==> src/nbh_pkg.sv <==
// nbh_pkg: shared constants and carrier types for the nand bus host
// assumes a single 50 MHz core clock; no timescale here
package nbh_pkg;
  localparam int unsigned CLK_PERIOD_NS = 20;
  localparam int unsigned POWERUP_WAIT_US = 10;
  localparam int unsigned POWERUP_CYCLES = (POWERUP_WAIT_US * 1000 + CLK_PERIOD_NS - 1) / CLK_PERIOD_NS;
  localparam int unsigned GLITCH_NS = 5;
  localparam int unsigned STROBE_MIN_CYCLES = (GLITCH_NS + CLK_PERIOD_NS - 1) / CLK_PERIOD_NS;
  localparam logic [3:0] STROBE_HALF_CYCLES = 4'h2;
  localparam logic [2:0] ADDR_CYCLES = 3'h5;
  localparam int unsigned PAGES_PER_BLOCK = 64;
  localparam int unsigned PAGE_MAIN_BYTES = 2048;
  localparam int unsigned PAGE_SPARE_BYTES = 64;
  localparam logic [15:0] POWERUP_RESET_CNT = 16'h0000;

  typedef enum logic [2:0] {
    NBH_OP_CMD = 3'h0,
    NBH_OP_ADDR = 3'h1,
    NBH_OP_DIN = 3'h2,
    NBH_OP_DOUT = 3'h3,
    NBH_OP_IDLE = 3'h4
  } nbh_op_t;

  typedef struct packed {
    nbh_op_t op;
    logic [7:0] data;
    logic last;
  } nbh_req_t;

  typedef struct packed {
    logic chip_sel_n;
    logic cmd_latch_en;
    logic addr_latch_en;
    logic write_n;
    logic read_n;
    logic [7:0] bus_out;
    logic bus_oe_n;
  } nbh_pins_t;
endpackage

==> src/nbh_strobe.sv <==
// nbh_strobe: times one strobe pulse low then high, never shorter than the glitch floor
// assumes the caller holds start for one cycle only while idle
`timescale 1ns/1ps
`default_nettype none
module nbh_strobe
  import nbh_pkg::*;
#(
  parameter logic [3:0] HALF = STROBE_HALF_CYCLES
) (
  input wire logic clk,
  input wire logic rst_n,
  input wire logic ce,
  input wire logic start,
  output logic low,
  output logic mid,
  output logic done
);
  logic [4:0] cnt_reg;
  logic [4:0] cnt_next;
  wire logic busy = cnt_reg != 5'h00;
  wire logic [4:0] full = {HALF, 1'b0};
  assign cnt_next = start ? full : (busy ? cnt_reg - 5'h01 : 5'h00);
  assign low = busy && (cnt_reg > {1'b0, HALF});
  assign mid = busy && (cnt_reg == {1'b0, HALF} + 5'h01);
  assign done = cnt_reg == 5'h01;
  always_ff @(posedge clk) begin
    if (!rst_n) cnt_reg <= 5'h00;
    else if (ce) cnt_reg <= cnt_next;
  end
endmodule
`default_nettype wire

==> src/nbh_host.sv <==
// nbh_host: host-side controller that drives the multiplexed 8-bit nand bus pins
// assumes all pin inputs are synchronous to CORE_CLK and the busy line has a pull-up
// Functional notes
// - host waits 10 us after power-up, keeping write strobe high
// - host holds write guard low through power transitions
// - busy line is open drain; host treats low as someone busy
// - host sends at most five address cycles after each command, refusing and flagging a sixth
// - host holds write guard high whenever PROG_ALLOWED is set after power-up, whatever command it issues
`timescale 1ns/1ps
`default_nettype none
module nbh_host
  import nbh_pkg::*;
#(
  parameter int unsigned PWR_WAIT = POWERUP_CYCLES,
  parameter logic [3:0] HALF = STROBE_HALF_CYCLES
) (
  // clock, reset, enable
  input wire logic CORE_CLK,
  input wire logic RST_B,
  input wire logic CLK_EN,
  // user request side
  input wire logic REQ_VALID,
  input wire nbh_req_t REQ,
  input wire logic PROG_ALLOWED,
  input wire logic LOCK_MODE,
  output logic REQ_READY,
  output logic RSP_VALID,
  output logic [7:0] RSP_DATA,
  output logic ADDR_COUNT_ERR,
  output logic POWER_OK,
  output logic DEV_BUSY,
  // nand pins
  output logic CHIP_SEL_N,
  output logic CMD_LATCH_EN,
  output logic ADDR_LATCH_EN,
  output logic WRITE_N,
  output logic READ_N,
  output logic WRITE_GUARD_N,
  output logic LOCK_FEATURE_EN,
  output logic [7:0] BUS_LINES_OUT,
  output logic BUS_LINES_OE_N,
  input wire logic [7:0] BUS_LINES_IN,
  input wire logic READY_BUSY_N
);
  typedef enum logic [3:0] {
    ST_PWR = 4'b0001,
    ST_IDLE = 4'b0010,
    ST_WR = 4'b0100,
    ST_RD = 4'b1000
  } nbh_state_t;

  nbh_state_t state_reg, state_next;
  logic [15:0] pwr_cnt_reg;
  logic [2:0] addr_cnt_reg;
  nbh_req_t req_reg;
  nbh_pins_t pins_reg, pins_next;
  logic busy_s_reg;
  logic st_start, st_low, st_mid, st_done;

  // one transfer, counted from the take cycle:
  //   the take edge loads select, latches, data and the strobe going low
  //   the strobe stays low for HALF cycles, then high for HALF cycles
  //   select returns high on the edge that ends the high half
  // latches and data stand across the strobe's rising edge, so the
  // device latches them settled; HALF of one cycle would still clear
  // the glitch floor at this clock, two leaves margin for board skew
  nbh_strobe #(.HALF(HALF)) u_strobe (
    .clk(CORE_CLK),
    .rst_n(RST_B),
    .ce(CLK_EN),
    .start(st_start),
    .low(st_low),
    .mid(st_mid),
    .done(st_done)
  );

  // one pulse per byte, low and high halves at least a glitch floor wide
  wire logic pwr_done = pwr_cnt_reg == 16'(PWR_WAIT);
  wire logic take = (state_reg == ST_IDLE) && REQ_VALID && !busy_s_reg;
  wire logic is_wr_op = REQ.op inside {NBH_OP_CMD, NBH_OP_ADDR, NBH_OP_DIN};
  wire logic is_rd_op = REQ.op == NBH_OP_DOUT;
  // the device drops extra address cycles anyway; we refuse and flag them
  wire logic addr_over = REQ.op == NBH_OP_ADDR && addr_cnt_reg == ADDR_CYCLES;
  assign st_start = take && (is_wr_op || is_rd_op) && !addr_over;
  wire logic wr_low = (state_reg == ST_WR) && st_low;
  wire logic rd_low = (state_reg == ST_RD) && st_low;
  wire logic end_xfer = st_done && (state_reg == ST_WR || state_reg == ST_RD);
  wire logic rd_sample = (state_reg == ST_RD) && st_mid;
  // ready also waits for the busy line, so a shown ready is a taken request
  wire logic ready_next = (state_next == ST_IDLE) && !st_start && !end_xfer && READY_BUSY_N;
  // the address count restarts with every command
  wire logic addr_clear = st_start && REQ.op == NBH_OP_CMD;
  wire logic addr_step = st_start && REQ.op == NBH_OP_ADDR;


  always_comb begin
    state_next = state_reg;
    unique case (state_reg)
      ST_PWR: begin
        if (pwr_done) state_next = ST_IDLE;
      end
      ST_IDLE: begin
        if (st_start) state_next = is_rd_op ? ST_RD : ST_WR;
      end
      ST_WR, ST_RD: begin
        if (st_done) state_next = ST_IDLE;
      end
    endcase
  end

  wire nbh_req_t cur = (state_reg == ST_IDLE) ? REQ : req_reg;
  wire logic active = state_next == ST_WR || state_next == ST_RD;
  always_comb begin
    pins_next.chip_sel_n = 1'b1;
    pins_next.cmd_latch_en = 1'b0;
    pins_next.addr_latch_en = 1'b0;
    pins_next.write_n = 1'b1;
    pins_next.read_n = 1'b1;
    pins_next.bus_out = 8'h00;
    pins_next.bus_oe_n = 1'b1;
    if (active) begin
      pins_next.chip_sel_n = 1'b0;
      if (state_next == ST_WR) begin
        // latches set on the same edge write falls and held past its rise
        pins_next.cmd_latch_en = cur.op == NBH_OP_CMD;
        pins_next.addr_latch_en = cur.op == NBH_OP_ADDR;
        pins_next.write_n = !(wr_low || st_start) || st_mid;
        pins_next.bus_out = cur.data;
        pins_next.bus_oe_n = 1'b0;
      end else begin
        pins_next.read_n = !(rd_low || st_start) || st_mid;
      end
    end
  end

  always_ff @(posedge CORE_CLK) begin
    if (!RST_B) begin
      state_reg <= ST_PWR;
      pwr_cnt_reg <= POWERUP_RESET_CNT;
      // pins park in standby with both strobes high
      pins_reg.chip_sel_n <= 1'b1;
      pins_reg.cmd_latch_en <= 1'b0;
      pins_reg.addr_latch_en <= 1'b0;
      pins_reg.write_n <= 1'b1;
      pins_reg.read_n <= 1'b1;
      pins_reg.bus_out <= 8'h00;
      pins_reg.bus_oe_n <= 1'b1;
      req_reg.op <= NBH_OP_IDLE;
      req_reg.data <= 8'h00;
      req_reg.last <= 1'b0;
      addr_cnt_reg <= 3'h0;
      busy_s_reg <= 1'b1;
    end else if (CLK_EN) begin
      state_reg <= state_next;
      // stops at the wait so it never wraps back into it
      if (!pwr_done) pwr_cnt_reg <= pwr_cnt_reg + 16'h0001;
      pins_reg <= pins_next;
      // one flop of delay on the shared busy line; ready_next reads the pin itself
      busy_s_reg <= !READY_BUSY_N;
      if (st_start) req_reg <= REQ;
      if (addr_clear) addr_cnt_reg <= 3'h0;
      else if (addr_step) addr_cnt_reg <= addr_cnt_reg + 3'h1;
    end
  end

  // user-side outputs plus the guard and lock pins, all registered
  always_ff @(posedge CORE_CLK) begin
    if (!RST_B) begin
      REQ_READY <= 1'b0;
      RSP_VALID <= 1'b0;
      RSP_DATA <= 8'h00;
      ADDR_COUNT_ERR <= 1'b0;
      POWER_OK <= 1'b0;
      DEV_BUSY <= 1'b1;
      WRITE_GUARD_N <= 1'b0;
      LOCK_FEATURE_EN <= 1'b0;
    end else if (CLK_EN) begin
      REQ_READY <= ready_next;
      RSP_VALID <= rd_sample;
      // read byte taken at the end of the low half, where the device drives it
      if (rd_sample) RSP_DATA <= BUS_LINES_IN;
      ADDR_COUNT_ERR <= take && addr_over;
      POWER_OK <= pwr_done;
      DEV_BUSY <= busy_s_reg;
      // guard driven straight from the enable, low until power settled
      // no strobe latches it, so it falls one cycle after PROG_ALLOWED does
      WRITE_GUARD_N <= pwr_done && PROG_ALLOWED;
      // plain registered copy; the device reads the lock pin as a level
      LOCK_FEATURE_EN <= LOCK_MODE;
    end
  end

  assign CHIP_SEL_N = pins_reg.chip_sel_n;
  assign CMD_LATCH_EN = pins_reg.cmd_latch_en;
  assign ADDR_LATCH_EN = pins_reg.addr_latch_en;
  assign WRITE_N = pins_reg.write_n;
  assign READ_N = pins_reg.read_n;
  assign BUS_LINES_OUT = pins_reg.bus_out;
  assign BUS_LINES_OE_N = pins_reg.bus_oe_n;
  // geometry only shapes the user's addressing: 64 pages, 2048+64 bytes
  // power-up read mode needs no command from us
endmodule
`default_nettype wire

==> config.mk <==
export PLATFORM = sky130hd
export DESIGN_NAME = nbh_host
export DESIGN_NICKNAME = d
export VERILOG_FILES = /design/src/nbh_pkg.sv /design/src/nbh_strobe.sv /design/src/nbh_host.sv
export SDC_FILE = /design/constraint.sdc
export NUM_CORES = 1
export LEC_CHECK = 0
export CAP_MARGIN = 20
export CORE_ASPECT_RATIO = 0.8
export CORE_MARGIN = 5
export CORE_UTILIZATION = 53
export CTS_CLUSTER_DIAMETER = 60
export DETAILED_ROUTE_END_ITERATION = 10
export DONT_BUFFER_PORTS = 1
export PLACE_DENSITY = 0.72
export SETUP_SLACK_MARGIN = 0.15
export SLEW_MARGIN = 10
export SYNTH_ARGS = -nofsm -noshare
export SYNTH_HDL_FRONTEND = slang
export SYNTH_SLANG_ARGS = --single-unit
==> constraint.sdc <==
create_clock -name CORE_CLK -period 2.2 [get_ports CORE_CLK]
set_clock_uncertainty 0.05 [all_clocks]
set_input_delay 0.33 -clock CORE_CLK [delete_from_list [all_inputs] [get_ports CORE_CLK]]
set_output_delay 0.33 -clock CORE_CLK [all_outputs]
set_load 0.01 [all_outputs]
==> qor.csv, run 1 <==
metric,value,unit
drive_gt1_share,16.1,%
num_io_pins,56,
rsz0062_at_grt,true,
grt_max_degree,55,
required,2.38,ns
drtIter0Drc,213,
synth_compound_area_share,14.6,%
fin_util,58.5,%
clkTransAtPathRegs,0.07,ns
outcome,finished clean,
yosysWarningCount,0,
power,2.73,mW
gp_congestion,0.861,
drc,0,
grt_pass1_wl,11.9,mm
grt_overflow,0,
cts_made_buffers,9,
worst_pin_slew,0.620,ns
synth_edf_count,0,
worstSetupStartpointType,flop,
layout_commonest_cell,dfxtp_1,
fin_tns_setup,0,ns
worst_hold_slack,0.0542,ns
synth_nets,406,
vias,2688,
synth_cell_types,58,
nets,411,
period_share,90.6,%
maxSlewViolCount,0,
synth_top_family_by_area,simple AND/OR/NAND/NOR gates,
power_density,743,nW/um^2
fin_cells,464,
die_h,81.2,um
post-place-cells,444,
final_area,3670,sq um
routed_wirelength,7.42,mm
arrival,2.17,ns
cts_sinks,69,
diodes,0,
synthXorXnorAreaFrac,4.17,%
hp-class,in -> reg,
cp_max_fo,5,
grt_pass1_vias,2471,
dpl-instance-area,3430,sq um
synthAdderAreaFrac,3.35,%
setup_viol,0,
muxShareOfSynthArea,6.59,%
yosys_most_used_dff,dfxtp_1,
max-slew-margin-rel,58.6,%
leakagePower,1.29,nW
placementRows,26,
timing.final.crit_period,1.99,ns
antenna_found_initial,0,
dp_hpwl,4.97,mm
dr.pass1.iters,4,
viasPerCell,5.79,
clockBufferDepth,2,
largest_reg_flops,16,
root_buffer,clkbuf_8,
die_x,99.0,um
worstSetupEndpointType,flop,
syn_avg_cell_area,9.08,sq um
numPortBuffers,0,
synth_area,3360,sq um
synth-simple-area-share,24.7,%
n_fill_cell,530,
fin_ws,0.208,ns
areaGrowthSynthToFinish,9.27,%
h-tree-depth,3,
grt_use_total,18.6,%
final_hold_viol_count,0,
synth_cells,370,
ant_nets,0,
async_flop_share,0,%
dieArea,8040,sq um
clock_latency,0.34,ns
start_util,53.5,%
fmaxAchievable,502,MHz
coreArea,6280,sq um
maxCapViolCount,0,
ys_seq_area_share,41.1,%
peakVddDrop,0.000451,V
cts_tree,built,
crit_type,reg -> reg,
wire_per_inst,16.0,um
dp_slack,0.0437,ns
layout_common_cells,"66 x dfxtp_1, 42 x nor2_1, 36 x nand2_1",
ys_ff_latch,69,
per-layer routing:
layer | share of wire, % | GRT usage [%] | up-vias | wire length (um)
met5 | 0 | 0 | - | 0
met4 | 0.85 | 7.37 | 0 | 63
met2 | 48 | 29.5 | 78 | 3580
met1 | 44 | 23.6 | 1284 | 3280
li1 | - | - | 1318 | -
met3 | 6.7 | 5.92 | 8 | 500
cells by family (layout without fill, tap and decap cells):
kind of cell	Yosys count	in the layout
XOR/XNOR	16	16
multiplexers	22	22
AND/OR/NAND/NOR	151	151
buffers and inverters	35	45
adder cells (fa/ha/maj)	9	9
AO/OA/AOI/OAI	68	68
flip-flops	69	69
critical path, stage by stage (launching register included):
cell     delay, ns
dfxtp_4       0.37
inv_4         0.06
ha_1          0.13
or4b_4        0.49
nor4_4        0.33
buf_4         0.16
nor3_1        0.05
nand3_1       0.14
o32ai_2       0.10
synth_stat cells, drive strengths merged, types with 4 or more instances:
master  count  share of area, %
mux2i      21               6.3
nand3      17               2.5
nor4        5               1.3
clkbuf     14               1.7
a21oi      24               3.6
nand3b      4              0.89
nor4b       6               2.8
buf        11               2.8
nor2       43               5.0
o21ai      12               1.8
inv        10               1.1
nor3       11               1.6
nand4       6               1.1
ha          9               3.4
nand2      36               4.0
dfxtp      69                41
xnor2      14               3.6
a211oi      8               3.0
o211a       4               1.2
path summary, 6_finish.rpt:
path / slack [ns] / to / cells after the start / startpoint
max: 0.21 / REQ_READY / 8 / u_strobe.cnt_reg[1]
min: 0.05 / REQ_READY / 1 / CLK_EN
max reg2reg: 0.21 / REQ_READY / 8 / u_strobe.cnt_reg[1]
min reg2reg: 0.41 / req_reg[2] / 2 / req_reg[2]
what timing repair did:
action,in CTS,in global routing
pin swaps,0,4
setup buffers,0,3
cloned,0,0
gates resized for setup,3,8
hold buffers,1,0
endpoints found under the hold margin,4,0
setup endpoints to repair,13,18
power by group:
part / switching [mW] / internal [mW] / leakage [nW] / total (mW)
sequential: 0.0664 / 1.31 / 0.561 / 1.38
combinational: 0.226 / 0.202 / 0.638 / 0.428
clock: 0.459 / 0.465 / 0.0921 / 0.925
total: 0.752 / 1.98 / 1.29 / 2.73
layout make-up:
cell class	instances	area, sq um	area share [%]
clock buffers	12	155	4.22
well taps	84	105	2.86
inverters	10	40.0	1.09
multi-input cells	266	1820	49.5
repair buffers	19	145	3.95
flip-flops and latches	69	1390	37.8
clock inverters	4	22.5	0.613
No activity file was read; power rests on OpenSTA's default activity.
==> inputs of run 2 (changes only) <==
RECOVER_POWER = 100   (was default)
==> run 2 against run 1 <==
- total power barely moved
- hold slack is essentially flat
- worst setup slack got worse by 0.053 ns
- flip-flop and latch count did not move
- routed wire length rose by 0.71%
- count of clock-buffer cells in the layout unchanged
- first-iteration DRC count is 0.94% higher
- via count up 1.4%
- clock power rose by 0.4%
- sequential share of layout area rose by 0.44 points
==> qor.csv, run 2 (same netlist as run 1, synthesis figures left out) <==
metric,value,unit
outcome,finished clean,
viasPerCell,5.88,
rr_worst_depth,8,
grt_use_total,18.6,%
peakVddDrop,0.000454,V
post-place-cells,444,
r2r-start,pwr_cnt_reg[0],
drc,0,
layout_common_cells,"67 x dfxtp_1, 42 x nor2_1, 36 x nand2_1",
grt_pass1_vias,2471,
grt_overflow,0,
fin_cells,464,
leakagePower,1.28,nW
dieArea,8040,sq um
holdPathStages,1,
cts_tree,built,
grt_pass1_wl,11.9,mm
ant_nets,0,
worstSetupEndpointType,flop,
required,2.35,ns
nets,411,
maxCapViolCount,0,
clkTransAtPathRegs,0.07,ns
fmaxAchievable,489,MHz
h-tree-depth,3,
num_io_pins,56,
cts_sinks,69,
r2r_end,pwr_cnt_reg[6],
vias,2726,
routed_wirelength,7.48,mm
arrival,2.19,ns
max-slew-margin-rel,51.5,%
multiInputGateArea,1780,sq um
hp-class,in -> reg,
dp_hpwl,4.97,mm
drive_gt1_share,13.4,%
die_h,81.2,um
layout_commonest_cell,dfxtp_1,
min_to,REQ_READY,
rsz0062_at_grt,true,
dr.pass1.iters,6,
die_x,99.0,um
drtIter0Drc,215,
diodes,0,
numPortBuffers,0,
period_share,93.0,%
largest_reg_flops,16,
crit_type,reg -> reg,
coreArea,6280,sq um
placementRows,26,
areaGrowthSynthToFinish,7.71,%
worst_pin_slew,0.728,ns
rrSetupSlack,0.15,ns
maxSlewViolCount,0,
worstSetupStartpointType,flop,
holdCritStartpoint,CLK_EN,
clockBufferDepth,2,
wire_per_inst,16.1,um
power_density,753,nW/um^2
grt_max_degree,55,
fin_util,57.7,%
cp_max_fo,16,
setup_viol,0,
final-seq-area,1380,sq um
n_fill_cell,542,
start_util,53.5,%
clock_latency,0.34,ns
antenna_found_initial,0,
cts_made_buffers,9,
root_buffer,clkbuf_8,
timing.final.crit_period,2.05,ns
gp_congestion,0.861,
fin_tns_setup,0,ns
final_hold_viol_count,0,
run 2: where the power goes:
part	switching (mW)	leakage [nW]	internal, mW
Combinational	0.226	0.624	0.199
Clock	0.464	0.0921	0.465
Sequential	0.0664	0.560	1.31
Total	0.757	1.28	1.97
run 2: repair_timing:
item / CTS / global route
hold buffers: 1 / 0
endpoints found under the setup margin: 13 / 18
pin swaps: 0 / 4
hold endpoints to repair: 4 / 0
resized for setup: 3 / 8
buffers inserted: 0 / 3
run 2: worst max-delay path by stage:
stage / from / endpoint / depth (start not counted)
final: pwr_cnt_reg[0] / pwr_cnt_reg[6] / 8
after global routing: u_strobe.cnt_reg[1] / REQ_READY / 8
after CTS: u_strobe.cnt_reg[1] / REQ_READY / 7
after detailed placement: pwr_cnt_reg[0] / pwr_cnt_reg[10] / 8
after global placement: pwr_cnt_reg[0] / pwr_cnt_reg[8] / 8
after floorplan: u_strobe.cnt_reg[1] / REQ_READY / 7
run 2: metal layers:
metal | share of wire [%] | track usage, %
met4 | 1.6 | 7.37
met5 | 0 | 0
met2 | 47 | 29.5
met3 | 6.8 | 5.92
met1 | 45 | 23.6
run 2: critical path, stage by stage (launching register included):
cell and delay, ns:
dfxtp_1 0.36, inv_1 0.08, ha_1 0.21, and4b_1 0.17
and4_4 0.25, clkbuf_2 0.23, nor4b_2 0.33, xnor2_1 0.15
nor2_1 0.06
run 2: area by class of cell:
| type | instances | share of cell area [%] |
|---|---|---|
| Sequential cell | 69 | 38.2 |
| Timing Repair Buffer | 19 | 3.66 |
| Tap cell | 84 | 2.90 |
| Multi-Input combinational cell | 266 | 49.2 |
| Clock buffer | 12 | 4.29 |
| Clock inverter | 4 | 0.622 |
| Inverter | 10 | 1.11 |
run 2: metrics by stage:
step	setup slack (ns)	total power [mW]	hold WS, ns	cell area [sq um]
floorplan	0.347	1.73	0.373	3360
global placement	0.114	1.79	0.346	3430
detailed placement	0.0437	1.81	0.350	3430
CTS	0.151	2.74	0.0109	3630
global route	0.0534	2.89	0.0261	3620
finish	0.155	2.73	0.0542	3620
